`src/design/gage_slot_pkg.sv`:
```
`default_nettype none
package gage_slot_pkg;
  // ----------------------------------------
  // Timing
  // ----------------------------------------
  localparam longint CLK_HZ       = 250000000;
  localparam longint DEB_SHORT_MS = 20;
  localparam longint DEB_LONG_MS  = 100;
  localparam int DEB_SHORT_CYC = int'((DEB_SHORT_MS * CLK_HZ) / 1000);
  localparam int DEB_LONG_CYC  = int'((DEB_LONG_MS * CLK_HZ) / 1000);
  // ----------------------------------------
  // Slot switch bit positions (position 1 is bit 0)
  // ----------------------------------------
  localparam int SW_UNITS  = 0;
  localparam int SW_CHID   = 1;
  localparam int SW_SEL3   = 2;
  localparam int SW_CONT   = 3;
  localparam int SW_FMT_LO = 4;
  localparam int SW_FMT_HI = 6;
  // Format codes as {pos7,pos6,pos5}
  localparam logic [2:0] FMT_CODE_STD   = 3'h0;
  localparam logic [2:0] FMT_CODE_LEFT  = 3'h4;
  localparam logic [2:0] FMT_CODE_RUN   = 3'h1;
  localparam logic [2:0] FMT_CODE_PRN   = 3'h2;
  localparam logic [2:0] FMT_CODE_MUX   = 3'h3;
  // ----------------------------------------
  // Decimal handling
  // ----------------------------------------
  localparam logic [2:0] DEC_MAX   = 3'h7;
  localparam logic [2:0] DEC_THREE = 3'h3;
  localparam logic [2:0] DEC_FOUR  = 3'h4;
  localparam logic [2:0] DEC_FIVE  = 3'h5;
  // Dial cable wiring codes
  localparam logic [1:0] WIRE_D3  = 2'h0;
  localparam logic [1:0] WIRE_D4  = 2'h1;
  localparam logic [1:0] WIRE_D5  = 2'h2;
  localparam logic [1:0] WIRE_SEL = 2'h3;
  // Multiplier decimal shift codes
  localparam logic [1:0] SHIFT_NONE  = 2'h0;
  localparam logic [1:0] SHIFT_LEFT  = 2'h1;
  localparam logic [1:0] SHIFT_RIGHT = 2'h2;
  // ----------------------------------------
  // Enumerations
  // ----------------------------------------
  typedef enum logic [2:0] {
    FAM_STD, FAM_STD_LIKE, FAM_ANGLE, FAM_DIAL,
    FAM_SPRING, FAM_LINEAR, FAM_BTN_ONLY, FAM_CHIP
  } fam_t;
  typedef enum logic [2:0] {
    FMT_STANDARD, FMT_LEFT_JUSTIFY, FMT_RUNOUT, FMT_PRINTER, FMT_LEGACY_MUX
  } fmt_t;
  typedef enum logic [1:0] {
    INIT_PEND, INIT_WAKE, RUN
  } init_st_t;
endpackage
`default_nettype wire

```
`src/design/gage_slot_reader.sv`:
```
// Operation
// - Button-only gages read only from own button
// - Dial decimals from cable wiring and switch
// - Standard-like gage powered on, identified at reset
// - Blank display on gage: no value reported
// - Slow chip gage: no zeroing, remote/host only
// - Fast chip gage: zero at reset, button reads
// - Lost fast mode returns only after reset
// - Multiplier inverts sign, shifts decimal one place
// - Position 1 selects units field
// - Position 2 selects channel id, runout label
// - Chip gages: position 3 inch or mm
// - Selectable dial cable: position 3 three/five
// - Position 4 continuous or single reading
// - Positions 5-7 select output format
// - Standard family: button, remote or host trigger
// - Angle family handled as standard type
// - Dial/spring/linear: remote or host only
// - Standard-like family identified as standard
// - Switch open for debounce before new closure
`default_nettype none
module gage_slot_reader #(
  parameter int N         = 4,                          // Inputs per slot
  parameter int W         = 24,                         // Measurement width
  parameter int DEB_SHORT = gage_slot_pkg::DEB_SHORT_CYC, // Short open time
  parameter int DEB_LONG  = gage_slot_pkg::DEB_LONG_CYC   // Long open time
) (
  input  wire logic                          sys_clk_i,
  input  wire logic                          srst_i,
  input  wire logic [7:0]                    slot_sw_i,      // Slot switch bank
  input  wire logic                          deb_short_i,    // Short debounce
  input  wire logic                          mult_invert_i,  // Invert sign
  input  wire logic [1:0]                    mult_shift_i,   // Decimal shift
  input  wire gage_slot_pkg::fam_t [N-1:0]   family_i,       // Attached family
  input  wire logic [N-1:0][1:0]             dec_wiring_i,   // Dial cable
  input  wire logic [N-1:0]                  fast_cable_i,   // Chip fast cable
  input  wire logic [N-1:0]                  gage_btn_i,     // Gage button pulse
  input  wire logic [N-1:0]                  remote_sw_i,    // Switch closed
  input  wire logic [N-1:0]                  host_read_i,    // Host read pulse
  input  wire logic [N-1:0]                  gage_on_i,      // Gage is on
  input  wire logic [N-1:0]                  gage_blank_i,   // Blank display
  input  wire logic [N-1:0]                  fast_lost_i,    // Left fast mode
  input  wire logic [N-1:0]                  frame_valid_i,  // Frame arrived
  input  wire logic [N-1:0][W-1:0]           frame_value_i,  // Signed mantissa
  input  wire logic [N-1:0][2:0]             frame_dec_i,    // Frame decimals
  input  wire logic [N-1:0]                  frame_inch_i,   // Frame in inches
  output logic [N-1:0]                       read_req_o,     // Ask gage
  output logic [N-1:0]                       power_on_o,     // Wake gage
  output logic [N-1:0]                       zero_o,         // Zero gage
  output logic [N-1:0]                       ident_o,        // Gage identified
  output gage_slot_pkg::fam_t [N-1:0]        gage_type_o,    // Identified type
  output logic [N-1:0]                       fast_ok_o,      // Fast mode live
  output logic [N-1:0]                       meas_valid_o,   // Result pulse
  output logic [N-1:0][W-1:0]                meas_value_o,   // Scaled value
  output logic [N-1:0][2:0]                  meas_dec_o,     // Decimals
  output logic [N-1:0]                       meas_inch_o,    // Units inch
  output logic                               send_units_o,
  output logic                               send_chan_id_o,
  output logic                               send_runout_label_o,
  output logic                               continuous_o,
  output gage_slot_pkg::fmt_t                fmt_mode_o
);
  import gage_slot_pkg::*;

  // ----------------------------------------
  // Elaboration checks
  // ----------------------------------------
  if (N < 1 || W < 2 || DEB_SHORT < 1 || DEB_SHORT > DEB_LONG) begin : g_bad
    $error("gage_slot_reader: bad parameters");
  end

  localparam int CW = $clog2(DEB_LONG + 1);
  localparam logic [CW-1:0] CNT_SAT   = CW'(DEB_LONG);
  localparam logic [CW-1:0] CNT_SHORT = CW'(DEB_SHORT);

  // ----------------------------------------
  // State
  // ----------------------------------------
  typedef struct packed {
    init_st_t        st;        // Reset sequence
    logic            armed;     // Waiting for frame
    logic            sw_prev;   // Last switch level
    logic [CW-1:0]   open_cnt;  // Time switch open
    logic            fast_ok;   // Fast mode valid
    logic            read_req;
    logic            power_on;
    logic            zero;
    logic            ident;
    fam_t            gtype;
    logic            mvalid;
    logic [W-1:0]    mvalue;
    logic [2:0]      mdec;
    logic            minch;
  } ch_t;

  typedef struct packed {
    ch_t [N-1:0]  ch;
    logic         units;
    logic         chid;
    logic         runlbl;
    logic         cont;
    fmt_t         fmt;
  } state_t;

  // Counter reset saturated so the first closure is taken
  localparam ch_t CH_RST = '{
    st: INIT_PEND, armed: 1'b0, sw_prev: 1'b0, open_cnt: CNT_SAT,
    fast_ok: 1'b0, read_req: 1'b0, power_on: 1'b0, zero: 1'b0,
    ident: 1'b0, gtype: FAM_STD, mvalid: 1'b0, mvalue: '0,
    mdec: '0, minch: 1'b0};

  state_t st_ff;
  state_t nxt_st;

  // ----------------------------------------
  // Next state
  // ----------------------------------------
  always_comb begin
    logic       btn_ok;
    logic       rem_ok;
    logic       closed_new;
    logic       trig;
    logic [2:0] base_dec;
    logic [2:0] fmt_code;
    fam_t       fam;
    btn_ok     = 1'b0;
    rem_ok     = 1'b0;
    closed_new = 1'b0;
    trig       = 1'b0;
    base_dec   = '0;
    fmt_code   = '0;
    fam        = FAM_STD;
    nxt_st     = st_ff;

    // Slot-wide switch decode
    nxt_st.units  = slot_sw_i[SW_UNITS];
    nxt_st.chid   = slot_sw_i[SW_CHID];
    nxt_st.cont   = slot_sw_i[SW_CONT];
    fmt_code      = slot_sw_i[SW_FMT_HI:SW_FMT_LO];
    unique case (fmt_code)
      FMT_CODE_STD:  nxt_st.fmt = FMT_STANDARD;
      FMT_CODE_LEFT: nxt_st.fmt = FMT_LEFT_JUSTIFY;
      FMT_CODE_RUN:  nxt_st.fmt = FMT_RUNOUT;
      FMT_CODE_PRN:  nxt_st.fmt = FMT_PRINTER;
      FMT_CODE_MUX:  nxt_st.fmt = FMT_LEGACY_MUX;
      // Undefined codes fall back to standard output
      default:       nxt_st.fmt = FMT_STANDARD;
    endcase
    // Label only goes out with the id in runout format
    nxt_st.runlbl = slot_sw_i[SW_CHID] && (fmt_code == FMT_CODE_RUN);

    // Every input runs on its own slice of state
    for (int i = 0; i < N; i++) begin
      fam = family_i[i];
      // Pulses last one cycle
      nxt_st.ch[i].read_req = 1'b0;
      nxt_st.ch[i].power_on = 1'b0;
      nxt_st.ch[i].zero     = 1'b0;
      nxt_st.ch[i].ident    = 1'b0;
      nxt_st.ch[i].mvalid   = 1'b0;

      // Which trigger sources this family honours
      unique case (fam)
        FAM_STD, FAM_ANGLE: begin
          btn_ok = 1'b1;
          rem_ok = 1'b1;
        end
        FAM_BTN_ONLY: begin
          btn_ok = 1'b1;
          rem_ok = 1'b0;
        end
        FAM_CHIP: begin
          // Zero button reads only while fast mode holds
          btn_ok = st_ff.ch[i].fast_ok;
          rem_ok = 1'b1;
        end
        default: begin
          btn_ok = 1'b0;
          rem_ok = 1'b1;
        end
      endcase

      // Switch debounce: count open time, saturating
      nxt_st.ch[i].sw_prev = remote_sw_i[i];
      if (remote_sw_i[i]) begin
        nxt_st.ch[i].open_cnt = '0;
      end else if (st_ff.ch[i].open_cnt != CNT_SAT) begin
        nxt_st.ch[i].open_cnt = st_ff.ch[i].open_cnt + 1'b1;
      end
      // Closure counts only after a long enough open spell
      closed_new = remote_sw_i[i] && !st_ff.ch[i].sw_prev &&
                   (st_ff.ch[i].open_cnt >= (deb_short_i ? CNT_SHORT : CNT_SAT));

      trig = (btn_ok && gage_btn_i[i]) ||
             (rem_ok && (closed_new || host_read_i[i]));

      // Lost fast mode stays lost until the next reset
      if (fast_lost_i[i]) begin
        nxt_st.ch[i].fast_ok = 1'b0;
      end

      // Decimals: dial strings carry none, take them from wiring
      if (fam == FAM_DIAL) begin
        unique case (dec_wiring_i[i])
          WIRE_D3:  base_dec = DEC_THREE;
          WIRE_D4:  base_dec = DEC_FOUR;
          WIRE_D5:  base_dec = DEC_FIVE;
          WIRE_SEL: base_dec = slot_sw_i[SW_SEL3] ? DEC_THREE : DEC_FIVE;
        endcase
      end else begin
        base_dec = frame_dec_i[i];
      end

      unique case (st_ff.ch[i].st)
        INIT_PEND: begin
          // Standard-like and angle families report as standard
          nxt_st.ch[i].gtype = (fam == FAM_STD_LIKE || fam == FAM_ANGLE) ?
                               FAM_STD : fam;
          if (fam == FAM_STD_LIKE && !gage_on_i[i]) begin
            nxt_st.ch[i].power_on = 1'b1;
            nxt_st.ch[i].st       = INIT_WAKE;
          end else begin
            nxt_st.ch[i].ident = 1'b1;
            nxt_st.ch[i].st    = RUN;
          end
          // Slow cable leaves the gage untouched
          if (fam == FAM_CHIP && fast_cable_i[i]) begin
            nxt_st.ch[i].zero    = 1'b1;
            nxt_st.ch[i].fast_ok = 1'b1;
          end else begin
            nxt_st.ch[i].fast_ok = 1'b0;
          end
        end
        INIT_WAKE: begin
          // Hold until the woken gage reports on
          if (gage_on_i[i]) begin
            nxt_st.ch[i].ident = 1'b1;
            nxt_st.ch[i].st    = RUN;
          end
        end
        RUN: begin
          // Continuous mode keeps a request outstanding
          if (trig || (st_ff.cont && rem_ok && !st_ff.ch[i].armed)) begin
            nxt_st.ch[i].armed    = 1'b1;
            nxt_st.ch[i].read_req = rem_ok;
          end
          // No frame timing assumed: slow and fast rates both fit
          if (frame_valid_i[i] && (st_ff.ch[i].armed || trig)) begin
            nxt_st.ch[i].armed = 1'b0;
            // Blank display consumes the trigger, reports nothing
            if (!gage_blank_i[i]) begin
              nxt_st.ch[i].mvalid = 1'b1;
              nxt_st.ch[i].mvalue = mult_invert_i ?
                                    W'(-frame_value_i[i]) : frame_value_i[i];
              unique case (mult_shift_i)
                SHIFT_LEFT:  nxt_st.ch[i].mdec = (base_dec == DEC_MAX) ?
                                                 DEC_MAX : base_dec + 3'h1;
                SHIFT_RIGHT: nxt_st.ch[i].mdec = (base_dec == 3'h0) ?
                                                 3'h0 : base_dec - 3'h1;
                default:     nxt_st.ch[i].mdec = base_dec;
              endcase
              nxt_st.ch[i].minch = (fam == FAM_CHIP) ?
                                   slot_sw_i[SW_SEL3] : frame_inch_i[i];
            end
          end
        end
        default: nxt_st.ch[i].st = INIT_PEND;
      endcase
    end
  end

  // ----------------------------------------
  // Registers
  // ----------------------------------------
  // Only a full reset re-runs the wake/zero sequence
  always_ff @(posedge sys_clk_i) begin
    if (srst_i) begin
      for (int i = 0; i < N; i++) begin
        st_ff.ch[i] <= CH_RST;
      end
      st_ff.units  <= 1'b0;
      st_ff.chid   <= 1'b0;
      st_ff.runlbl <= 1'b0;
      st_ff.cont   <= 1'b0;
      st_ff.fmt    <= FMT_STANDARD;
    end else begin
      st_ff <= nxt_st;
    end
  end

  // ----------------------------------------
  // Outputs, straight from flops
  // ----------------------------------------
  for (genvar i = 0; i < N; i++) begin : g_out
    assign read_req_o[i]   = st_ff.ch[i].read_req;
    assign power_on_o[i]   = st_ff.ch[i].power_on;
    assign zero_o[i]       = st_ff.ch[i].zero;
    assign ident_o[i]      = st_ff.ch[i].ident;
    assign gage_type_o[i]  = st_ff.ch[i].gtype;
    assign fast_ok_o[i]    = st_ff.ch[i].fast_ok;
    assign meas_valid_o[i] = st_ff.ch[i].mvalid;
    assign meas_value_o[i] = st_ff.ch[i].mvalue;
    assign meas_dec_o[i]   = st_ff.ch[i].mdec;
    assign meas_inch_o[i]  = st_ff.ch[i].minch;
  end
  assign send_units_o        = st_ff.units;
  assign send_chan_id_o      = st_ff.chid;
  assign send_runout_label_o = st_ff.runlbl;
  assign continuous_o        = st_ff.cont;
  assign fmt_mode_o          = st_ff.fmt;
endmodule // gage_slot_reader
`default_nettype wire

```
`config.mk`:
```
export PLATFORM = sky130hd
export DESIGN_NAME = gage_slot_reader
export DESIGN_NICKNAME = d
export VERILOG_FILES = /design/src/design/gage_slot_pkg.sv /design/src/design/gage_slot_reader.sv
export SDC_FILE = /design/constraint.sdc
export NUM_CORES = 1
export LEC_CHECK = 0
export ABC_AREA = 1
export BUFFER_PORTS_ARGS = -buffer_cell sky130_fd_sc_hd__buf_2
export CAP_MARGIN = 40
export CORE_MARGIN = 2
export CORE_UTILIZATION = 30
export CTS_CLUSTER_DIAMETER = 200
export DETAILED_ROUTE_END_ITERATION = 7
export HOLD_SLACK_MARGIN = 0.15
export PLACE_DENSITY = 0.46
export SLEW_MARGIN = 20
export SYNTH_ARGS = -nofsm -noshare
export SYNTH_HDL_FRONTEND = slang
export SYNTH_SLANG_ARGS = --single-unit
```
`constraint.sdc`:
```
create_clock -name sys_clk_i -period 2.7 [get_ports sys_clk_i]
set_input_delay 0.27 -clock sys_clk_i [delete_from_list [all_inputs] [get_ports sys_clk_i]]
set_output_delay 0.27 -clock sys_clk_i [all_outputs]
set_load 0.02 [all_outputs]
```
-- Word level (Yosys, flattened, before mapping)
Cells that the tools add are included.
- bits in registers: 271
- input port bits: 178
- output and inout bits: 155
- logic and storage cells: 395
- add/sub/neg operators: 16
- $lt $le $gt $ge: 4
- eq/ne operators: 58
- mux-type cells: 103
- bitwise operators: 20
- reduce and logical (&&, ||, !) cells: 129
- operators with widths (cell ; count):
    25-bit 2-to-1 mux ; 9
    29-bit 2-to-1 mux ; 4
    25-bit by 1-bit adder with 25-bit output, second input constant ; 4
    25-bit greater-or-equal comparator ; 4
    25-bit inequality test, second input constant ; 4
    24-bit 2-to-1 mux ; 4
    24-bit negator ; 4
    3-bit one-hot mux with 4 select lines ; 5
    3-bit 2-to-1 mux ; 17
    1-bit 2-to-1 mux ; 40
    3-bit equality test, second input constant ; 13
    1-bit logical AND ; 37
    3-bit OR reduction ; 12
    3-bit by 2-bit equality test with 1-bit output, second input constant ; 10
    2-bit equality test, second input constant ; 13
    3-bit logical NOT ; 8
    2-bit one-hot mux with 3 select lines ; 4
    3-bit one-hot mux with 2 select lines ; 4
    2-bit nonzero test ; 12
    1-bit logical OR ; 20
    1-bit NOT ; 20
    2-bit by 1-bit equality test with 1-bit output, second input constant ; 9
    2-bit logical NOT ; 8
    2-bit 2-to-1 mux ; 8
    9 further kinds ; 57

-- Logic depth before layout (Yosys ltp)
- word-level depth: 10
- depth in mapped cells: 19
- gate-level depth less buffers: 18

-- Worst setup path before layout
OpenSTA, ideal clock, no wires.
- path type: in2reg
- start: input port family_i[5] (netlist bit)
- end: register st_ff, in the netlist meas_dec_o[4]
- library setup time: 0.110 ns
- arrival time: 1.825 ns
- required time: 2.590 ns
- setup slack: 0.765 ns
- stages: 13
- buffers on the path: 1
- cells stage by stage: clkbuf_1 nor2_1 o21ai_0 inv_1 ha_1 nor2_1 nor2_1 nand2_1 nand2_1 o21ai_0 nand4_1 nand2_1 nor2_1
- word-level cells in the longest chain between the ends: 8
- elaborated cells between the ends (all ways): 22
- those cells by class: add/sub (2); eq/ne (5); mux (6); reduce/logical (9)
- RTL lines (item ; RTL line ; RTL):
    start, declared ; gage_slot_reader.sv:34 ; input wire gage_slot_pkg::fam_t [N-1:0] family_i,
    parallel branches: the longest is 8 deep, another holds 3-bit by 1-bit subtractor with 3-bit output ; - ;
    end signal, assigned ; gage_slot_reader.sv:287 ; st_ff <= nxt_st;
    end, declared ; gage_slot_reader.sv:112 ; state_t st_ff;
Several ways; the timed one is not identified.
A chain may end at the register's enable or synchronous reset.

-- Worst setup path after layout
- start: input port family_i[10] (netlist bit)
- end: register st_ff, in the netlist meas_dec_o[10]
Same word-level chain as after synthesis.

==> summary.txt <==
Status
  • Status: finished clean

Finish
  • Non-Filler Instances: 3908
  • Share of layout cells above drive strength 1: about 15%
  • Area Overhead vs Synth: 23.43%
  • Final Core Density: a little under two fifths
  • Nets: roughly 3300
  • Fillers: ~6300
  • Design Area, Final: 0.02189 mm^2

Timing
  • RSZ-0062 raised after global routing: false
  • Fin crit share: about nine tenths
  • Layout Skew: 0.02876 ns
  • Worst Slack Setup Final: about 0.23 ns
  • Max-slew violation count: 0
  • Hold Vio Cnt, Final: 0
  • Minimum clock period: 2.465 ns
  • Slew HR: between 40% and 50%
  • Tightest Pin Transition: between 0.7 and 0.8 ns
  • Setup violations, final: 0
  • Fmax: 0.4057 GHz

Power
  • Final Power: 0.01170 W
  • Leakage power: ~11 nW
  • Worst vdd ir: 0.3712 mV
  • Power Dens Cells: approximately 530 mW/mm^2

Job
  • Number of max-cap violations: 0

Route
  • Post-route DRC: 0
  • WL/cell: 15.08 um
  • Vias: between 15000 and 20000
  • DRT antenna net count: 0
  • DRT Pass-1 Iters: 5
  • Via density per instance: between 4 and 5
  • Drt total wl: 58930 um
  • 1st-iter DRT viols: around 840

Yosys
  • #FFs+latches synth: 271
  • Syn Nets: 3028
  • Yosys top cell by area: dfxtp_1
  • Syn_area_per_cell: 6.353 um^2
  • Gate Count Post-Synth: 2792
  • Synth Warn #: 0
  • Top-count cell post-synth: nand2_1
  • Most frequent cells after synthesis: 606 x nand2_1, 458 x inv_1, 439 x nor2_1, 271 x dfxtp_1, 153 x buf_4
  • Post-synth EDFFs: 0
  • Ys async rst share: 0%
  • Syn Std Cell Area: 0.01774 mm^2
  • Yosys top cell area share: 30.58%
  • Count of cell types in the netlist: 49
  • Synth Flop Type: dfxtp_1
  • Area contributors post-synth: dfxtp_1 31%, nand2_1 13%, inv_1 9.7%, nor2_1 9.3%, buf_4 6.5%
  • Seq/Total Area, Yosys: between 30% and 40%

Place
  • Buffers on Ports: 331
  • Placed Cells: 3711
  • Dpl ws: -0.09230 ns
  • Placement Cell Area: between 0.015 and 0.02 mm^2
  • DP HPWL: 44950 um
  • GPL Wtd Cong: 0.8751

Clocking
  • CTS tree: built
  • Clock Path Buffers: 3
  • H-tree depth: 2
  • CTS sink cnt: 271
  • Clock transition at the registers of the reported paths: 0.05 ns
  • CTS root buffer: clkbuf_16
  • Postcts setup bufs: 0
  • Worst-skew pair later-pin latency: 0.57 ns
  • Total CTS buffers: 38

Global route
  • Initial antenna violation count: 2
  • Largest net degree at the start of global routing: 60
  • Vias in the first global route: 16920
  • Total grt overflow: 0
  • First-pass GRT wire length: 91110 um
  • Total GRT Usage: 18.82%

Worst hold path
  • Critical hold path startpoint: frame_inch_i[1]
  • Hold Path Class: in -> reg

Worst setup path
  • Max stage delay on crit path: around 0.52 ns
  • Crit path required time: 3.15 ns
  • Critical-path top delay cell: dlygate4sd3_1
  • Worst Setup End Kind: flop
  • Crit path cell chain: dlygate4sd3_1 -> buf_2 -> nand2_1 -> nor2_2 -> o211ai_1 -> o21ai_0 -> inv_1 -> ha_1 -> inv_1 -> a21oi_1 -> o21ai_0 -> nand2_1 -> o21ai_0 -> nand4_1 -> nand2_1 -> nor2_1
  • Crit-path max FO: 5
  • CP top delay family: buffers and inverters
  • CP startpoint: family_i[10]
  • CP arrival: 2.91 ns
  • Worst Path Buf+Inv: 4
  • FF-to-FF Start: st_ff[134]$_SDFFE_PP1P_
  • CP Class: in -> reg
  • CP Launch Type: input port

Floorplan
  • Die Height: 247.2 um
  • Row count: 89
  • Top Ports: 333
  • Full die area: 0.06109 mm^2
  • Core area: 0.05869 mm^2
  • Die Wd: 247.2 um
  • Initial Util: 30.23%
## cell type report
cell class | instances | area [um^2] | area share, %
Multi-Input combinational cell | 1822 | 9077 | 41.46
Antenna cell | 4 | 10.01 | 0.04572
Inverter | 473 | 1780 | 8.132
Clock buffer | 56 | 1140 | 5.206
Tap cell | 773 | 967.2 | 4.417
Timing Repair Buffer | 495 | 3321 | 15.17
Sequential cell | 271 | 5425 | 24.78
Clock inverter | 14 | 173.9 | 0.7943
## tightest hold or removal path: cells and delay by family
| kind | cells | cell delay [ns] |
|---|---|---|
| simple gates | 2 | 0.15 |
| buf+inv | 1 | 0.11 |
| compound gates | 1 | 0.15 |
## repair_timing
| item | in CTS | in global routing |
|---|---|---|
| endpoints found under the hold margin | 133 | 0 |
| hold buffers | 123 | 0 |
| gates resized for setup | 0 | 5 |
| setup endpoints to repair | 0 | 4 |
## registers in the layout, summed over array words and instances, names as in the netlist
register,cells
continuous_o,1
fast_ok_o,4
fmt_mode_o,3
gage_type_o,12
ident_o,4
meas_dec_o,12
meas_inch_o,4
meas_valid_o,4
meas_value_o,96
power_on_o,4
read_req_o,4
send_chan_id_o,1
send_runout_label_o,1
send_units_o,1
st_ff,116
zero_o,4
## cell families after synthesis
| logic type | Yosys count | synth area share, % |
|---|---|---|
| adders and majority gates | 58 | 4.091 |
| and+or+nand+nor | 1351 | 32.38 |
| muxes | 7 | 0.3950 |
| AOI/OAI and AO/OA | 320 | 10.00 |
| buffers and inverters | 699 | 18.30 |
| DFF | 271 | 30.58 |
| xor gates and xnor gates | 86 | 4.246 |
## metrics by stage
step	TNS (ns)	hold WS, ns
after floorplan	0	0.3597
after global placement	-0.07577	0.4510
after detailed placement	-0.09230	0.4644
after CTS	0	0.1511
after global routing	0	0.1925
final	0	0.1769
## worst paths after layout
path / depth (start not counted) / slack (ns) / endpoint
min reg2reg: 2 / 0.47 / st_ff[268]$_SDFFE_PP0P_
max reg2reg: 13 / 0.39 / meas_value_o[25]$_SDFFE_PP0P_
max: 16 / 0.23 / meas_dec_o[10]$_SDFFE_PP0P_
min: 4 / 0.18 / meas_inch_o[1]$_SDFFE_PP0P_
## where the power goes
group          leakage (nW)  switching, W  internal [W]  total (W)
clock                 0.649       0.00204       0.00322    0.00526
sequential             2.22      0.000146       0.00419    0.00434
combinational          7.92       0.00130      0.000794    0.00210
## routing by layer
| metal | routed length, um | global-route usage, % | part of all wire (%) | vias up |
|---|---|---|---|---|
| met5 | 13 | 0 | 0.022 | - |
| met4 | 1362 | 5.103 | 2.3 | 2 |
| met3 | 3317 | 3.364 | 5.6 | 91 |
| met2 | 26560 | 31.15 | 45 | 424 |
| met1 | 27680 | 25.01 | 47 | 7950 |
| li1 | - | - | - | 9280 |
## placed cells by master (no fill, tap or decap), drive strengths merged, types with 3 or more instances in the layout
| master | synthesis | layout |
|---|---|---|
| dlygate4sd3 | 0 | 123 |
| dfxtp | 271 | 271 |
| nand4 | 108 | 108 |
| xor2 | 62 | 62 |
| a2111oi | 3 | 3 |
| ha | 58 | 58 |
| bufinv | 0 | 3 |
| nor4 | 15 | 15 |
| inv | 470 | 471 |
| nand2 | 609 | 609 |
| o31ai | 9 | 9 |
| nor3 | 50 | 50 |
| nor2 | 448 | 448 |
| nor3b | 5 | 5 |
| o21ai | 154 | 154 |
| a31oi | 16 | 16 |
| mux2i | 7 | 7 |
| o211ai | 15 | 15 |
| buf | 180 | 372 |
| nand3 | 106 | 106 |
| o32ai | 5 | 5 |
| o21bai | 4 | 4 |
| clkinv | 3 | 12 |
| diode | 0 | 4 |
| o21a | 4 | 4 |
| xnor2 | 24 | 24 |
| clkbuf | 46 | 56 |
| a211oi | 3 | 3 |
| a21oi | 95 | 95 |
| nand3b | 6 | 6 |
| a22oi | 6 | 6 |
No activity file was read; power rests on OpenSTA's default activity.
